===== src/pkg/tic_pkg.sv =====
`default_nettype none
package tic_pkg;

  // ----------------------------------------------------------------
  // widths and counter constants
  // ----------------------------------------------------------------
  localparam int CNT_W = 16;
  localparam int CTRL_W = 8;
  localparam logic [CNT_W-1:0] CNT_ZERO = 16'h0000;
  localparam logic [CNT_W-1:0] CNT_ONE = 16'h0001;
  localparam logic [CNT_W-1:0] CNT_ALL_ONES = 16'hFFFF;

  // ----------------------------------------------------------------
  // timer control byte layout
  // ----------------------------------------------------------------
  localparam int CTRL_RUN_BIT = 0;
  localparam int CTRL_EDGE_BIT = 1;
  localparam int CTRL_IRQEN_BIT = 2;
  localparam int CTRL_PEND_BIT = 3;
  localparam int CTRL_PAIR_LO = 4;
  localparam int CTRL_PAIR_HI = 5;
  localparam int CTRL_MODE_LO = 6;
  localparam int CTRL_MODE_HI = 7;
  localparam logic [CTRL_W-1:0] CTRL_BYTE_RESET = 8'h00;

  // mode field codes in the control byte
  localparam logic [1:0] MODE_CODE_PWM = 2'h0;
  localparam logic [1:0] MODE_CODE_EVENT = 2'h1;
  localparam logic [1:0] MODE_CODE_CAPTURE = 2'h2;
  localparam logic [1:0] MODE_CODE_DIFF = 2'h3;

  // ----------------------------------------------------------------
  // types
  // ----------------------------------------------------------------
  typedef enum logic [3:0] {
    TIC_MODE_PWM = 4'h1,
    TIC_MODE_EVENT = 4'h2,
    TIC_MODE_CAPTURE = 4'h4,
    TIC_MODE_DIFF = 4'h8
  } tic_mode_e;

  typedef enum logic [2:0] {
    DIFF_IDLE = 3'h1,
    DIFF_WAIT = 3'h2,
    DIFF_COUNT = 3'h4
  } tic_diff_e;

  typedef struct packed {
    tic_mode_e mode;
    logic [1:0] pairing;
    logic edgeSel;
    logic irqEn;
    logic pend;
    logic run;
  } tic_ctrl_s;

  localparam tic_ctrl_s CTRL_RESET = '{
    mode: TIC_MODE_PWM,
    pairing: 2'h0,
    edgeSel: 1'b0,
    irqEn: 1'b0,
    pend: 1'b0,
    run: 1'b0
  };

  // ----------------------------------------------------------------
  // control byte <-> struct
  // ----------------------------------------------------------------
  function automatic tic_ctrl_s tic_decode(input logic [CTRL_W-1:0] b);
    tic_ctrl_s c;
    c = CTRL_RESET;
    case (b[CTRL_MODE_HI:CTRL_MODE_LO])
      MODE_CODE_EVENT: c.mode = TIC_MODE_EVENT;
      MODE_CODE_CAPTURE: c.mode = TIC_MODE_CAPTURE;
      MODE_CODE_DIFF: c.mode = TIC_MODE_DIFF;
      default: c.mode = TIC_MODE_PWM;
    endcase
    c.pairing = b[CTRL_PAIR_HI:CTRL_PAIR_LO];
    c.edgeSel = b[CTRL_EDGE_BIT];
    c.irqEn = b[CTRL_IRQEN_BIT];
    c.pend = b[CTRL_PEND_BIT];
    c.run = b[CTRL_RUN_BIT];
    return c;
  endfunction

  function automatic logic [CTRL_W-1:0] tic_encode(input tic_ctrl_s c);
    logic [CTRL_W-1:0] b;
    b = CTRL_BYTE_RESET;
    case (c.mode)
      TIC_MODE_EVENT: b[CTRL_MODE_HI:CTRL_MODE_LO] = MODE_CODE_EVENT;
      TIC_MODE_CAPTURE: b[CTRL_MODE_HI:CTRL_MODE_LO] = MODE_CODE_CAPTURE;
      TIC_MODE_DIFF: b[CTRL_MODE_HI:CTRL_MODE_LO] = MODE_CODE_DIFF;
      default: b[CTRL_MODE_HI:CTRL_MODE_LO] = MODE_CODE_PWM;
    endcase
    b[CTRL_PAIR_HI:CTRL_PAIR_LO] = c.pairing;
    b[CTRL_EDGE_BIT] = c.edgeSel;
    b[CTRL_IRQEN_BIT] = c.irqEn;
    b[CTRL_PEND_BIT] = c.pend;
    b[CTRL_RUN_BIT] = c.run;
    return b;
  endfunction

endpackage
`default_nettype wire


===== src/hdl/tic_timer_capture.sv =====
`timescale 1ns/1ps
`default_nettype none
module tic_timer_capture
  import tic_pkg::*;
(
  // clock and reset
  input wire logic clk_sys,
  input wire logic nrst,
  // timer pin
  input wire logic timerPin,
  // software writes
  input wire logic ctrlWr,
  input wire logic [CTRL_W-1:0] ctrlWrData,
  input wire logic countWr,
  input wire logic [CNT_W-1:0] countWrData,
  input wire logic reloadWr,
  input wire logic [CNT_W-1:0] reloadWrData,
  // processor global interrupt enable
  input wire logic globalIrqEnable,
  // state seen by software
  output logic [CTRL_W-1:0] timerControlReg,
  output tic_ctrl_s ctrlState,
  output logic [CNT_W-1:0] countRegister,
  output logic [CNT_W-1:0] captureReloadA,
  // interrupt to the core
  output logic timerInterrupt
);

  // ----------------------------------------------------------------
  // reset release
  // ----------------------------------------------------------------
  logic [1:0] rstPipe;
  logic rstn;

  // asserts at once, lifts on the clock so no flop sees a ragged release
  always_ff @(posedge clk_sys or negedge nrst) begin
    if (!nrst) begin
      rstPipe <= 2'h0;
    end else begin
      rstPipe <= {rstPipe[0], 1'b1};
    end
  end

  assign rstn = rstPipe[1];

  // ----------------------------------------------------------------
  // pin synchroniser and edge detect
  // ----------------------------------------------------------------
  logic pinMeta;
  logic pinSync;
  logic pinPrev;
  logic pinRise;
  logic pinFall;

  // pinMeta feeds only pinSync; edges compare the two settled samples
  // zero after reset suits a low idle pin; a high idle pin gives one false rise
  always_ff @(posedge clk_sys or negedge rstn) begin
    if (!rstn) begin
      pinMeta <= 1'b0;
      pinSync <= 1'b0;
      pinPrev <= 1'b0;
    end else begin
      pinMeta <= timerPin;
      pinSync <= pinMeta;
      pinPrev <= pinSync;
    end
  end

  assign pinRise = pinSync & ~pinPrev;
  assign pinFall = ~pinSync & pinPrev;

  // ----------------------------------------------------------------
  // edge selection
  // ----------------------------------------------------------------
  tic_ctrl_s ctrl;
  tic_diff_e diffState;
  logic inCapture;
  logic inDiff;
  logic capModes;
  logic selEdge;
  logic firstEdge;
  logic secondEdge;

  assign inCapture = ctrl.mode == TIC_MODE_CAPTURE;
  assign inDiff = ctrl.mode == TIC_MODE_DIFF;
  assign capModes = inCapture || inDiff;
  // read live each cycle, so a change takes effect on the next edge only
  assign selEdge = ctrl.edgeSel ? pinRise : pinFall;
  // pairing: bit 1 first edge falling, second falling when both bits agree
  assign firstEdge = ctrl.pairing[1] ? pinFall : pinRise;
  assign secondEdge = (ctrl.pairing[1] == ctrl.pairing[0]) ? pinFall : pinRise;

  // ----------------------------------------------------------------
  // software write decode
  // ----------------------------------------------------------------
  tic_ctrl_s wrCtrl;
  logic modeChange;
  logic pairChange;
  logic diffRestart;

  assign wrCtrl = tic_decode(ctrlWrData);
  assign modeChange = wrCtrl.mode != ctrl.mode;
  assign pairChange = wrCtrl.pairing != ctrl.pairing;
  // flag-only writes leave a running measurement alone
  assign diffRestart = ctrlWr && (modeChange || pairChange);

  // ----------------------------------------------------------------
  // count wrap points
  // ----------------------------------------------------------------
  logic atZero;
  logic atTop;

  assign atZero = countRegister == CNT_ZERO;
  assign atTop = countRegister == CNT_ALL_ONES;

  // ----------------------------------------------------------------
  // counter, capture and mode sequencing
  // ----------------------------------------------------------------
  logic [CNT_W-1:0] next_count;
  logic [CNT_W-1:0] next_captureA;
  tic_diff_e next_diffState;
  logic underflowEvt;
  logic captureEvt;

  always_comb begin
    next_count = countRegister;
    next_captureA = captureReloadA;
    next_diffState = diffState;
    underflowEvt = 1'b0;
    captureEvt = 1'b0;
    case (ctrl.mode)
      TIC_MODE_PWM: begin
        if (ctrl.run) begin
          if (atZero) begin
            next_count = captureReloadA;
            underflowEvt = 1'b1;
          end else begin
            next_count = countRegister - CNT_ONE;
          end
        end
      end
      TIC_MODE_EVENT: begin
        // event mode steps on selected pin edges, not on the clock
        if (ctrl.run && selEdge) begin
          if (atZero) begin
            next_count = captureReloadA;
            underflowEvt = 1'b1;
          end else begin
            next_count = countRegister - CNT_ONE;
          end
        end
      end
      TIC_MODE_CAPTURE: begin
        // free running, the run bit is no start/stop here
        next_count = countRegister - CNT_ONE;
        underflowEvt = atZero;
        if (selEdge) begin
          captureEvt = 1'b1;
          next_captureA = countRegister;
        end
      end
      TIC_MODE_DIFF: begin
        case (diffState)
          DIFF_WAIT: begin
            if (firstEdge) begin
              next_count = CNT_ZERO;
              next_diffState = DIFF_COUNT;
            end
          end
          DIFF_COUNT: begin
            if (secondEdge) begin
              // count stops; stored value covers the edge cycle too
              captureEvt = 1'b1;
              next_captureA = countRegister + CNT_ONE;
              next_diffState = DIFF_WAIT;
            end else begin
              next_count = countRegister + CNT_ONE;
              underflowEvt = atTop;
            end
          end
          default: begin
            next_diffState = DIFF_WAIT;
          end
        endcase
      end
      default: begin
        next_count = countRegister;
      end
    endcase
    // a software load wins over the running count
    if (countWr) begin
      next_count = countWrData;
    end
    // hardware capture wins over a software reload write
    if (reloadWr && !captureEvt) begin
      next_captureA = reloadWrData;
    end
    // new mode or new pairing restarts the difference measurement
    if (diffRestart) begin
      next_diffState = (wrCtrl.mode == TIC_MODE_DIFF) ? DIFF_WAIT : DIFF_IDLE;
    end
  end

  // all ones at reset, the usual load ahead of capture
  always_ff @(posedge clk_sys or negedge rstn) begin
    if (!rstn) begin
      countRegister <= CNT_ALL_ONES;
    end else begin
      countRegister <= next_count;
    end
  end

  always_ff @(posedge clk_sys or negedge rstn) begin
    if (!rstn) begin
      captureReloadA <= CNT_ZERO;
    end else begin
      captureReloadA <= next_captureA;
    end
  end

  always_ff @(posedge clk_sys or negedge rstn) begin
    if (!rstn) begin
      diffState <= DIFF_IDLE;
    end else begin
      diffState <= next_diffState;
    end
  end

  // ----------------------------------------------------------------
  // control register and pending flags
  // ----------------------------------------------------------------
  logic pendSet;
  logic runSet;
  tic_ctrl_s next_ctrl;

  // outside capture modes an underflow is the only pending source
  assign pendSet = captureEvt | (underflowEvt & ~capModes);
  assign runSet = underflowEvt & capModes;

  always_comb begin
    next_ctrl = ctrlWr ? wrCtrl : ctrl;
    // hardware set wins over a same-cycle software clear
    next_ctrl.pend = next_ctrl.pend | pendSet;
    next_ctrl.run = next_ctrl.run | runSet;
  end

  always_ff @(posedge clk_sys or negedge rstn) begin
    if (!rstn) begin
      ctrl <= CTRL_RESET;
      ctrlState <= CTRL_RESET;
      timerControlReg <= CTRL_BYTE_RESET;
    end else begin
      ctrl <= next_ctrl;
      ctrlState <= next_ctrl;
      timerControlReg <= tic_encode(next_ctrl);
    end
  end

  // ----------------------------------------------------------------
  // interrupt
  // ----------------------------------------------------------------
  logic capRise;
  logic runRise;
  logic next_irq;

  // a flag already set gives no new request
  assign capRise = pendSet & ~ctrl.pend;
  assign runRise = runSet & ~ctrl.run;
  // gated by the enable as written this cycle
  assign next_irq = next_ctrl.irqEn & globalIrqEnable & (capRise | runRise);

  // one-cycle pulse; the flags keep the cause for software
  always_ff @(posedge clk_sys or negedge rstn) begin
    if (!rstn) begin
      timerInterrupt <= 1'b0;
    end else begin
      timerInterrupt <= next_irq;
    end
  end

endmodule
`default_nettype wire


===== config.mk =====
export PLATFORM = sky130hd
export DESIGN_NAME = tic_timer_capture
export DESIGN_NICKNAME = d
export VERILOG_FILES = /design/src/pkg/tic_pkg.sv /design/src/hdl/tic_timer_capture.sv
export SDC_FILE = /design/constraint.sdc
export NUM_CORES = 1
export LEC_CHECK = 0
export ABC_AREA = 1
export BUFFER_PORTS_ARGS = -buffer_cell sky130_fd_sc_hd__clkbuf_2
export CORE_MARGIN = 10
export CORE_UTILIZATION = 59
export CTS_CLUSTER_SIZE = 16
export DETAILED_ROUTE_END_ITERATION = 8
export PLACE_DENSITY = 0.88
export SYNTH_ARGS = -nofsm -noshare
export SYNTH_HDL_FRONTEND = slang
export SYNTH_SLANG_ARGS = --single-unit

===== constraint.sdc =====
create_clock -name clk_sys -period 2.7 [get_ports clk_sys]
set_clock_uncertainty 0.1 [all_clocks]
set_input_delay 0 -clock clk_sys [delete_from_list [all_inputs] [get_ports clk_sys]]
set_output_delay 0 -clock clk_sys [all_outputs]
set_load 0.005 [all_outputs]

==> impl_results.html <==
<table>
<tr><th>Metric</th><th>Value</th></tr>
<tr><th colspan="2">STA</th></tr>
<tr><td>Final-layout worst hold slack</td><td>0.0574 ns</td></tr>
<tr><td>Worst rel slew slack</td><td>54.4%</td></tr>
<tr><td>Highest Clock Rate</td><td>387 MHz</td></tr>
<tr><td>Final setup viols</td><td>0</td></tr>
<tr><td>Slew at the pin with the worst max-slew slack</td><td>0.684 ns</td></tr>
<tr><td>Final critical-path share of the clock period</td><td>95.6%</td></tr>
<tr><td>Slew Limit Fails</td><td>0</td></tr>
<tr><td>Count of endpoints failing hold in the final timing report</td><td>0</td></tr>
<tr><td>Tmin final</td><td>2.58 ns</td></tr>
<tr><th colspan="2">Clock network</th></tr>
<tr><td>Root buffer cell</td><td>sky130_fd_sc_hd__clkbuf_8</td></tr>
<tr><td>Clock buffer depth</td><td>2</td></tr>
<tr><td>Clock Sink Count</td><td>53</td></tr>
<tr><td>TritonCTS clock tree</td><td>done</td></tr>
<tr><td>Number of H-tree levels</td><td>2</td></tr>
<tr><td>CTS Buf Count</td><td>5</td></tr>
<tr><td>Clock-pin slew on the worst setup and hold paths</td><td>0.11 ns</td></tr>
<tr><td>Clock latency of the later-clocked register in the worst-skew pair</td><td>0.32 ns</td></tr>
<tr><th colspan="2">Setup path</th></tr>
<tr><td>Depth of the most critical reg-to-reg path</td><td>12</td></tr>
<tr><td>End point of the critical path</td><td>captureReloadA[12]</td></tr>
<tr><td>Launch point of the critical path</td><td>ctrl[7]</td></tr>
<tr><td>Slowest-stage cell, CP</td><td>sky130_fd_sc_hd__dlygate4sd3_1</td></tr>
<tr><td>CP Launch Type</td><td>flip-flop</td></tr>
<tr><td>Worst path most repeated cell</td><td>sky130_fd_sc_hd__nand2_1</td></tr>
<tr><td>R2R Path End</td><td>captureReloadA[12]</td></tr>
<tr><td>CP Depth</td><td>12</td></tr>
<tr><td>Kind of capture point of the worst setup path</td><td>flip-flop</td></tr>
<tr><td>Biggest cell delay along the critical path</td><td>0.54 ns</td></tr>
<tr><td>Launching point of the worst reg2reg path</td><td>ctrl[7]</td></tr>
<tr><td>Critical-path cell list</td><td>nor2_2 -&gt; nand3_2 -&gt; inv_4 -&gt; nand2_1 -&gt; nand2_2 -&gt; inv_2 -&gt; nand2_4 -&gt; nor2_1 -&gt; nor2_1 -&gt; nand2_1 -&gt; nand2_1 -&gt; dlygate4sd3_1</td></tr>
<tr><td>CP delay by family, top</td><td>simple AND/OR/NAND/NOR gates</td></tr>
<tr><td>Crit Path Class</td><td>flip-flop to flip-flop</td></tr>
<tr><td>CP Data Required Time</td><td>2.86 ns</td></tr>
<tr><td>Worst setup slack for register-to-register paths</td><td>0.12 ns</td></tr>
<tr><td>Arrival time worst endpoint</td><td>2.75 ns</td></tr>
<tr><td>Buf+Inv Stages, Crit Path</td><td>3</td></tr>
<tr><td>Largest driver fanout on the critical path</td><td>17</td></tr>
<tr><th colspan="2">Pwr</th></tr>
<tr><td>Final total power</td><td>3060 uW</td></tr>
<tr><td>Peak ir drop on the vdd network</td><td>327 uV</td></tr>
<tr><td>Comb pwr share</td><td>40.5%</td></tr>
<tr><td>Switching power share of the total</td><td>43.3%</td></tr>
<tr><td>Net Sw Power</td><td>1330 uW</td></tr>
<tr><td>Register share of total power</td><td>40.1%</td></tr>
<tr><td>Part of the power in the clock network</td><td>19.4%</td></tr>
<tr><td>Power density cells</td><td>581 nW/um2</td></tr>
<tr><td>Leak</td><td>0.00280 uW</td></tr>
<tr><td>Internal portion of total power</td><td>1740 uW</td></tr>
<tr><th colspan="2">Die</th></tr>
<tr><td>Placement Rows</td><td>30</td></tr>
<tr><td>Die Width</td><td>104 um</td></tr>
<tr><td>Placeable core area</td><td>6790 um2</td></tr>
<tr><td>Die boundary height</td><td>104 um</td></tr>
<tr><td>Initial core utilization</td><td>60.9%</td></tr>
<tr><td>Boundary Pins</td><td>98</td></tr>
<tr><td>Die Outline Area</td><td>10,800 um2</td></tr>
<tr><th colspan="2">Run status</th></tr>
<tr><td>Result of the run</td><td>finished, final reports clean</td></tr>
<tr><th colspan="2">Synthesis</th></tr>
<tr><td>Post-synthesis cell type with the largest combined area</td><td>sky130_fd_sc_hd__nand2_1</td></tr>
<tr><td>Mapped Cells</td><td>664</td></tr>
<tr><td>Portion of the post-synthesis area used by sequential elements</td><td>32.6%</td></tr>
<tr><td>Asr flop ratio synth</td><td>100%</td></tr>
<tr><td>Post-Syn Nets</td><td>714</td></tr>
<tr><td>Primary FF master, synth</td><td>sky130_fd_sc_hd__dfrtp_1</td></tr>
<tr><td>Synth Area per Inst</td><td>6.23 um2</td></tr>
<tr><td>Library cells used by synthesis</td><td>31</td></tr>
<tr><td>Count of yosys warnings during synthesis</td><td>0</td></tr>
<tr><td>Area contributors post-synth</td><td>sky130_fd_sc_hd__nand2_1 (23%), sky130_fd_sc_hd__dfrtp_1 (21%), sky130_fd_sc_hd__dfstp_2 (11%)</td></tr>
<tr><td>Number of register bits inferred by synthesis</td><td>53</td></tr>
<tr><td>Share of the synthesized area in the top cell type</td><td>23.3%</td></tr>
<tr><td>Netlist area before placement</td><td>4140 um2</td></tr>
<tr><td>Number of flops mapped to enable cells by yosys</td><td>0</td></tr>
<tr><th colspan="2">Final layout</th></tr>
<tr><td>Antenna fix cells</td><td>0</td></tr>
<tr><td>Final nets</td><td>848</td></tr>
<tr><td>Area of all sequential standard cells</td><td>1350 um2</td></tr>
<tr><td>Finished Core Util</td><td>77.7%</td></tr>
<tr><td>Fill cell count</td><td>495</td></tr>
<tr><td>Area of the multi-input gates</td><td>2410 um2</td></tr>
<tr><td>Proportion of layout cells with a drive suffix above 1</td><td>20.7%</td></tr>
<tr><td>Layout area overhead</td><td>27.5%</td></tr>
<tr><th colspan="2">Place</th></tr>
<tr><td>Port buffer count</td><td>97</td></tr>
<tr><td>Placer congestion estimate</td><td>1.00</td></tr>
<tr><td>Placed wire-length estimate</td><td>10.9 mm</td></tr>
<tr><th colspan="2">Global route</th></tr>
<tr><td>Via count of the first global-routing pass</td><td>4,743</td></tr>
<tr><td>Largest net degree at the start of global routing</td><td>52</td></tr>
<tr><td>Initial antenna violation count</td><td>0</td></tr>
<tr><td>Gr ovfl total</td><td>0</td></tr>
<tr><td>Wire length of the first global-routing pass</td><td>24.8 mm</td></tr>
<tr><td>Aggregate global-route resource usage</td><td>27.4%</td></tr>
<tr><th colspan="2">Drt</th></tr>
<tr><td>Detailed Routing Iterations Pass 1</td><td>6</td></tr>
<tr><td>Routed via count</td><td>5,057</td></tr>
<tr><td>Post-DRT Antenna Nets</td><td>0</td></tr>
<tr><td>Per-cell routed wire length</td><td>17.3 um</td></tr>
<tr><td>DRC</td><td>0</td></tr>
<tr><td>Vias per cell</td><td>5.65</td></tr>
<tr><td>Routed Wire Length</td><td>15.5 mm</td></tr>
<tr><td>Initial DRC Count</td><td>517</td></tr>
<tr><th colspan="2">Hold path</th></tr>
<tr><td>Hold/Removal Path Class</td><td>input port to flip-flop</td></tr>
<tr><td>Worst hold path startpoint</td><td>ctrlWr</td></tr>
<tr><th colspan="2">Job</th></tr>
<tr><td>Maxcap violations</td><td>0</td></tr>
</table>
-- power groups by stage --
stage	Combinational [uW]	Clock, uW	Sequential [uW]
2_1_floorplan	766	0	1150
3_3_place_gp	1090	0	1220
3_5_place_dp	1110	0	1230
4_1_cts	1170	595	1210
5_1_grt	1380	626	1250
6_report	1240	593	1230
-- per-stage QoR --
| stage | setup WS (ns) | std cells | cell area [um2] | setup TNS, ns |
|---|---|---|---|---|
| after floorplan | 0.868 | 664 | 4140 | 0 |
| final | 0.118 | 895 | 5280 | 0 |
| after global placement | 0.566 | 835 | 4620 | 0 |
| after global routing | -0.0216 | 895 | 5280 | -0.0216 |
| after detailed placement | 0.490 | 835 | 4620 | 0 |
| after CTS | 0.0370 | 890 | 5200 | 0 |
-- routing by layer --
layer  wire length, um  GRT usage [%]  part of all wire [%]  vias up
met1              6180           36.7                    40     2279
met2              6960           41.6                    45      377
met3              2010           7.87                    13       42
li1                  -              -                     -     2359
met4               334           8.25                   2.2        0
met5                 0              0                     0        -
-- cell usage in the layout (no fill, tap or decap), types with 7 or more instances in the layout --
cell type                       Yosys  layout
sky130_fd_sc_hd__nand2_1          257     257
sky130_fd_sc_hd__clkbuf_2           0      97
sky130_fd_sc_hd__nor2_1            84      82
sky130_fd_sc_hd__nand3_1           55      55
sky130_fd_sc_hd__inv_1             55      54
sky130_fd_sc_hd__dlygate4sd3_1      0      47
sky130_fd_sc_hd__dfrtp_1           35      34
sky130_fd_sc_hd__o21ai_0           35      33
sky130_fd_sc_hd__dfstp_2           18      18
sky130_fd_sc_hd__xor2_1            16      16
sky130_fd_sc_hd__nand4_1           15      15
sky130_fd_sc_hd__a21oi_1           15      15
sky130_fd_sc_hd__buf_4             11      12
sky130_fd_sc_hd__inv_2              7       7
-- registers in the layout (all words and copies together) (netlist names) --
signal,cells
captureReloadA,16
countRegister,16
timerControlReg,7
ctrl,5
diffState,3
rstPipe,2
pinMeta,1
pinPrev,1
pinSync,1
timerInterrupt,1
-- synth_stat cells (4+ instances only) --
master	count
sky130_fd_sc_hd__buf_4	11
sky130_fd_sc_hd__nand2_1	257
sky130_fd_sc_hd__dfrtp_1	35
sky130_fd_sc_hd__inv_1	55
sky130_fd_sc_hd__nand2_2	4
sky130_fd_sc_hd__inv_2	7
sky130_fd_sc_hd__nand4_1	15
sky130_fd_sc_hd__clkbuf_1	5
sky130_fd_sc_hd__o211ai_1	6
sky130_fd_sc_hd__a21oi_1	15
sky130_fd_sc_hd__dfstp_2	18
sky130_fd_sc_hd__nand3_1	55
sky130_fd_sc_hd__buf_2	8
sky130_fd_sc_hd__xor2_1	16
sky130_fd_sc_hd__o21ai_0	35
sky130_fd_sc_hd__nand3b_1	6
sky130_fd_sc_hd__nor2_1	84
sky130_fd_sc_hd__nor2_2	6
-- kinds of logic after synthesis --
group | Yosys count | synth area share, %
AO/OA/AOI/OAI | 62 | 8.37
AND/OR/NAND/NOR | 438 | 44.6
XOR/XNOR | 16 | 3.39
buffers and inverters | 91 | 10.0
other | 1 | 0.0906
flip-flops | 53 | 32.6
adder cells (fa/ha/maj) | 3 | 0.907
-- layout make-up --
cell class / instances / area share (%)
inverters: 62 / 4.46
repair buffers: 156 / 19.8
flip-flops and latches: 53 / 25.6
clock buffers: 5 / 1.30
multi-input cells: 520 / 45.6
well taps: 96 / 2.28
clock inverters: 3 / 0.949
-- how the worst min path moves through the flow --
stage	cells after the start	endpoint	slack (ns)
after global placement	1	rstPipe[0]	-0.31
final	3	timerControlReg[1]	0.06
after global routing	3	timerControlReg[1]	0.08
after floorplan	0	rstPipe[0]	-0.40
after detailed placement	1	rstPipe[0]	-0.31
after CTS	4	ctrl[6]	0.01
-- what timing repair did --
action                                  CTS  global route
buffers inserted                          0             5
hold buffers                             47             0
endpoints found under the setup margin    0             4
endpoints found under the hold margin    42             0
gates resized for setup                   0            11
-- worst reg2reg max path: cells and delay by family, from the launching register on --
family / cells / cell delay, ns
flops: 1 / 0.48
simple gates: 9 / 1.14
buf+inv: 3 / 0.79
(Power assumes the default switching activity.)
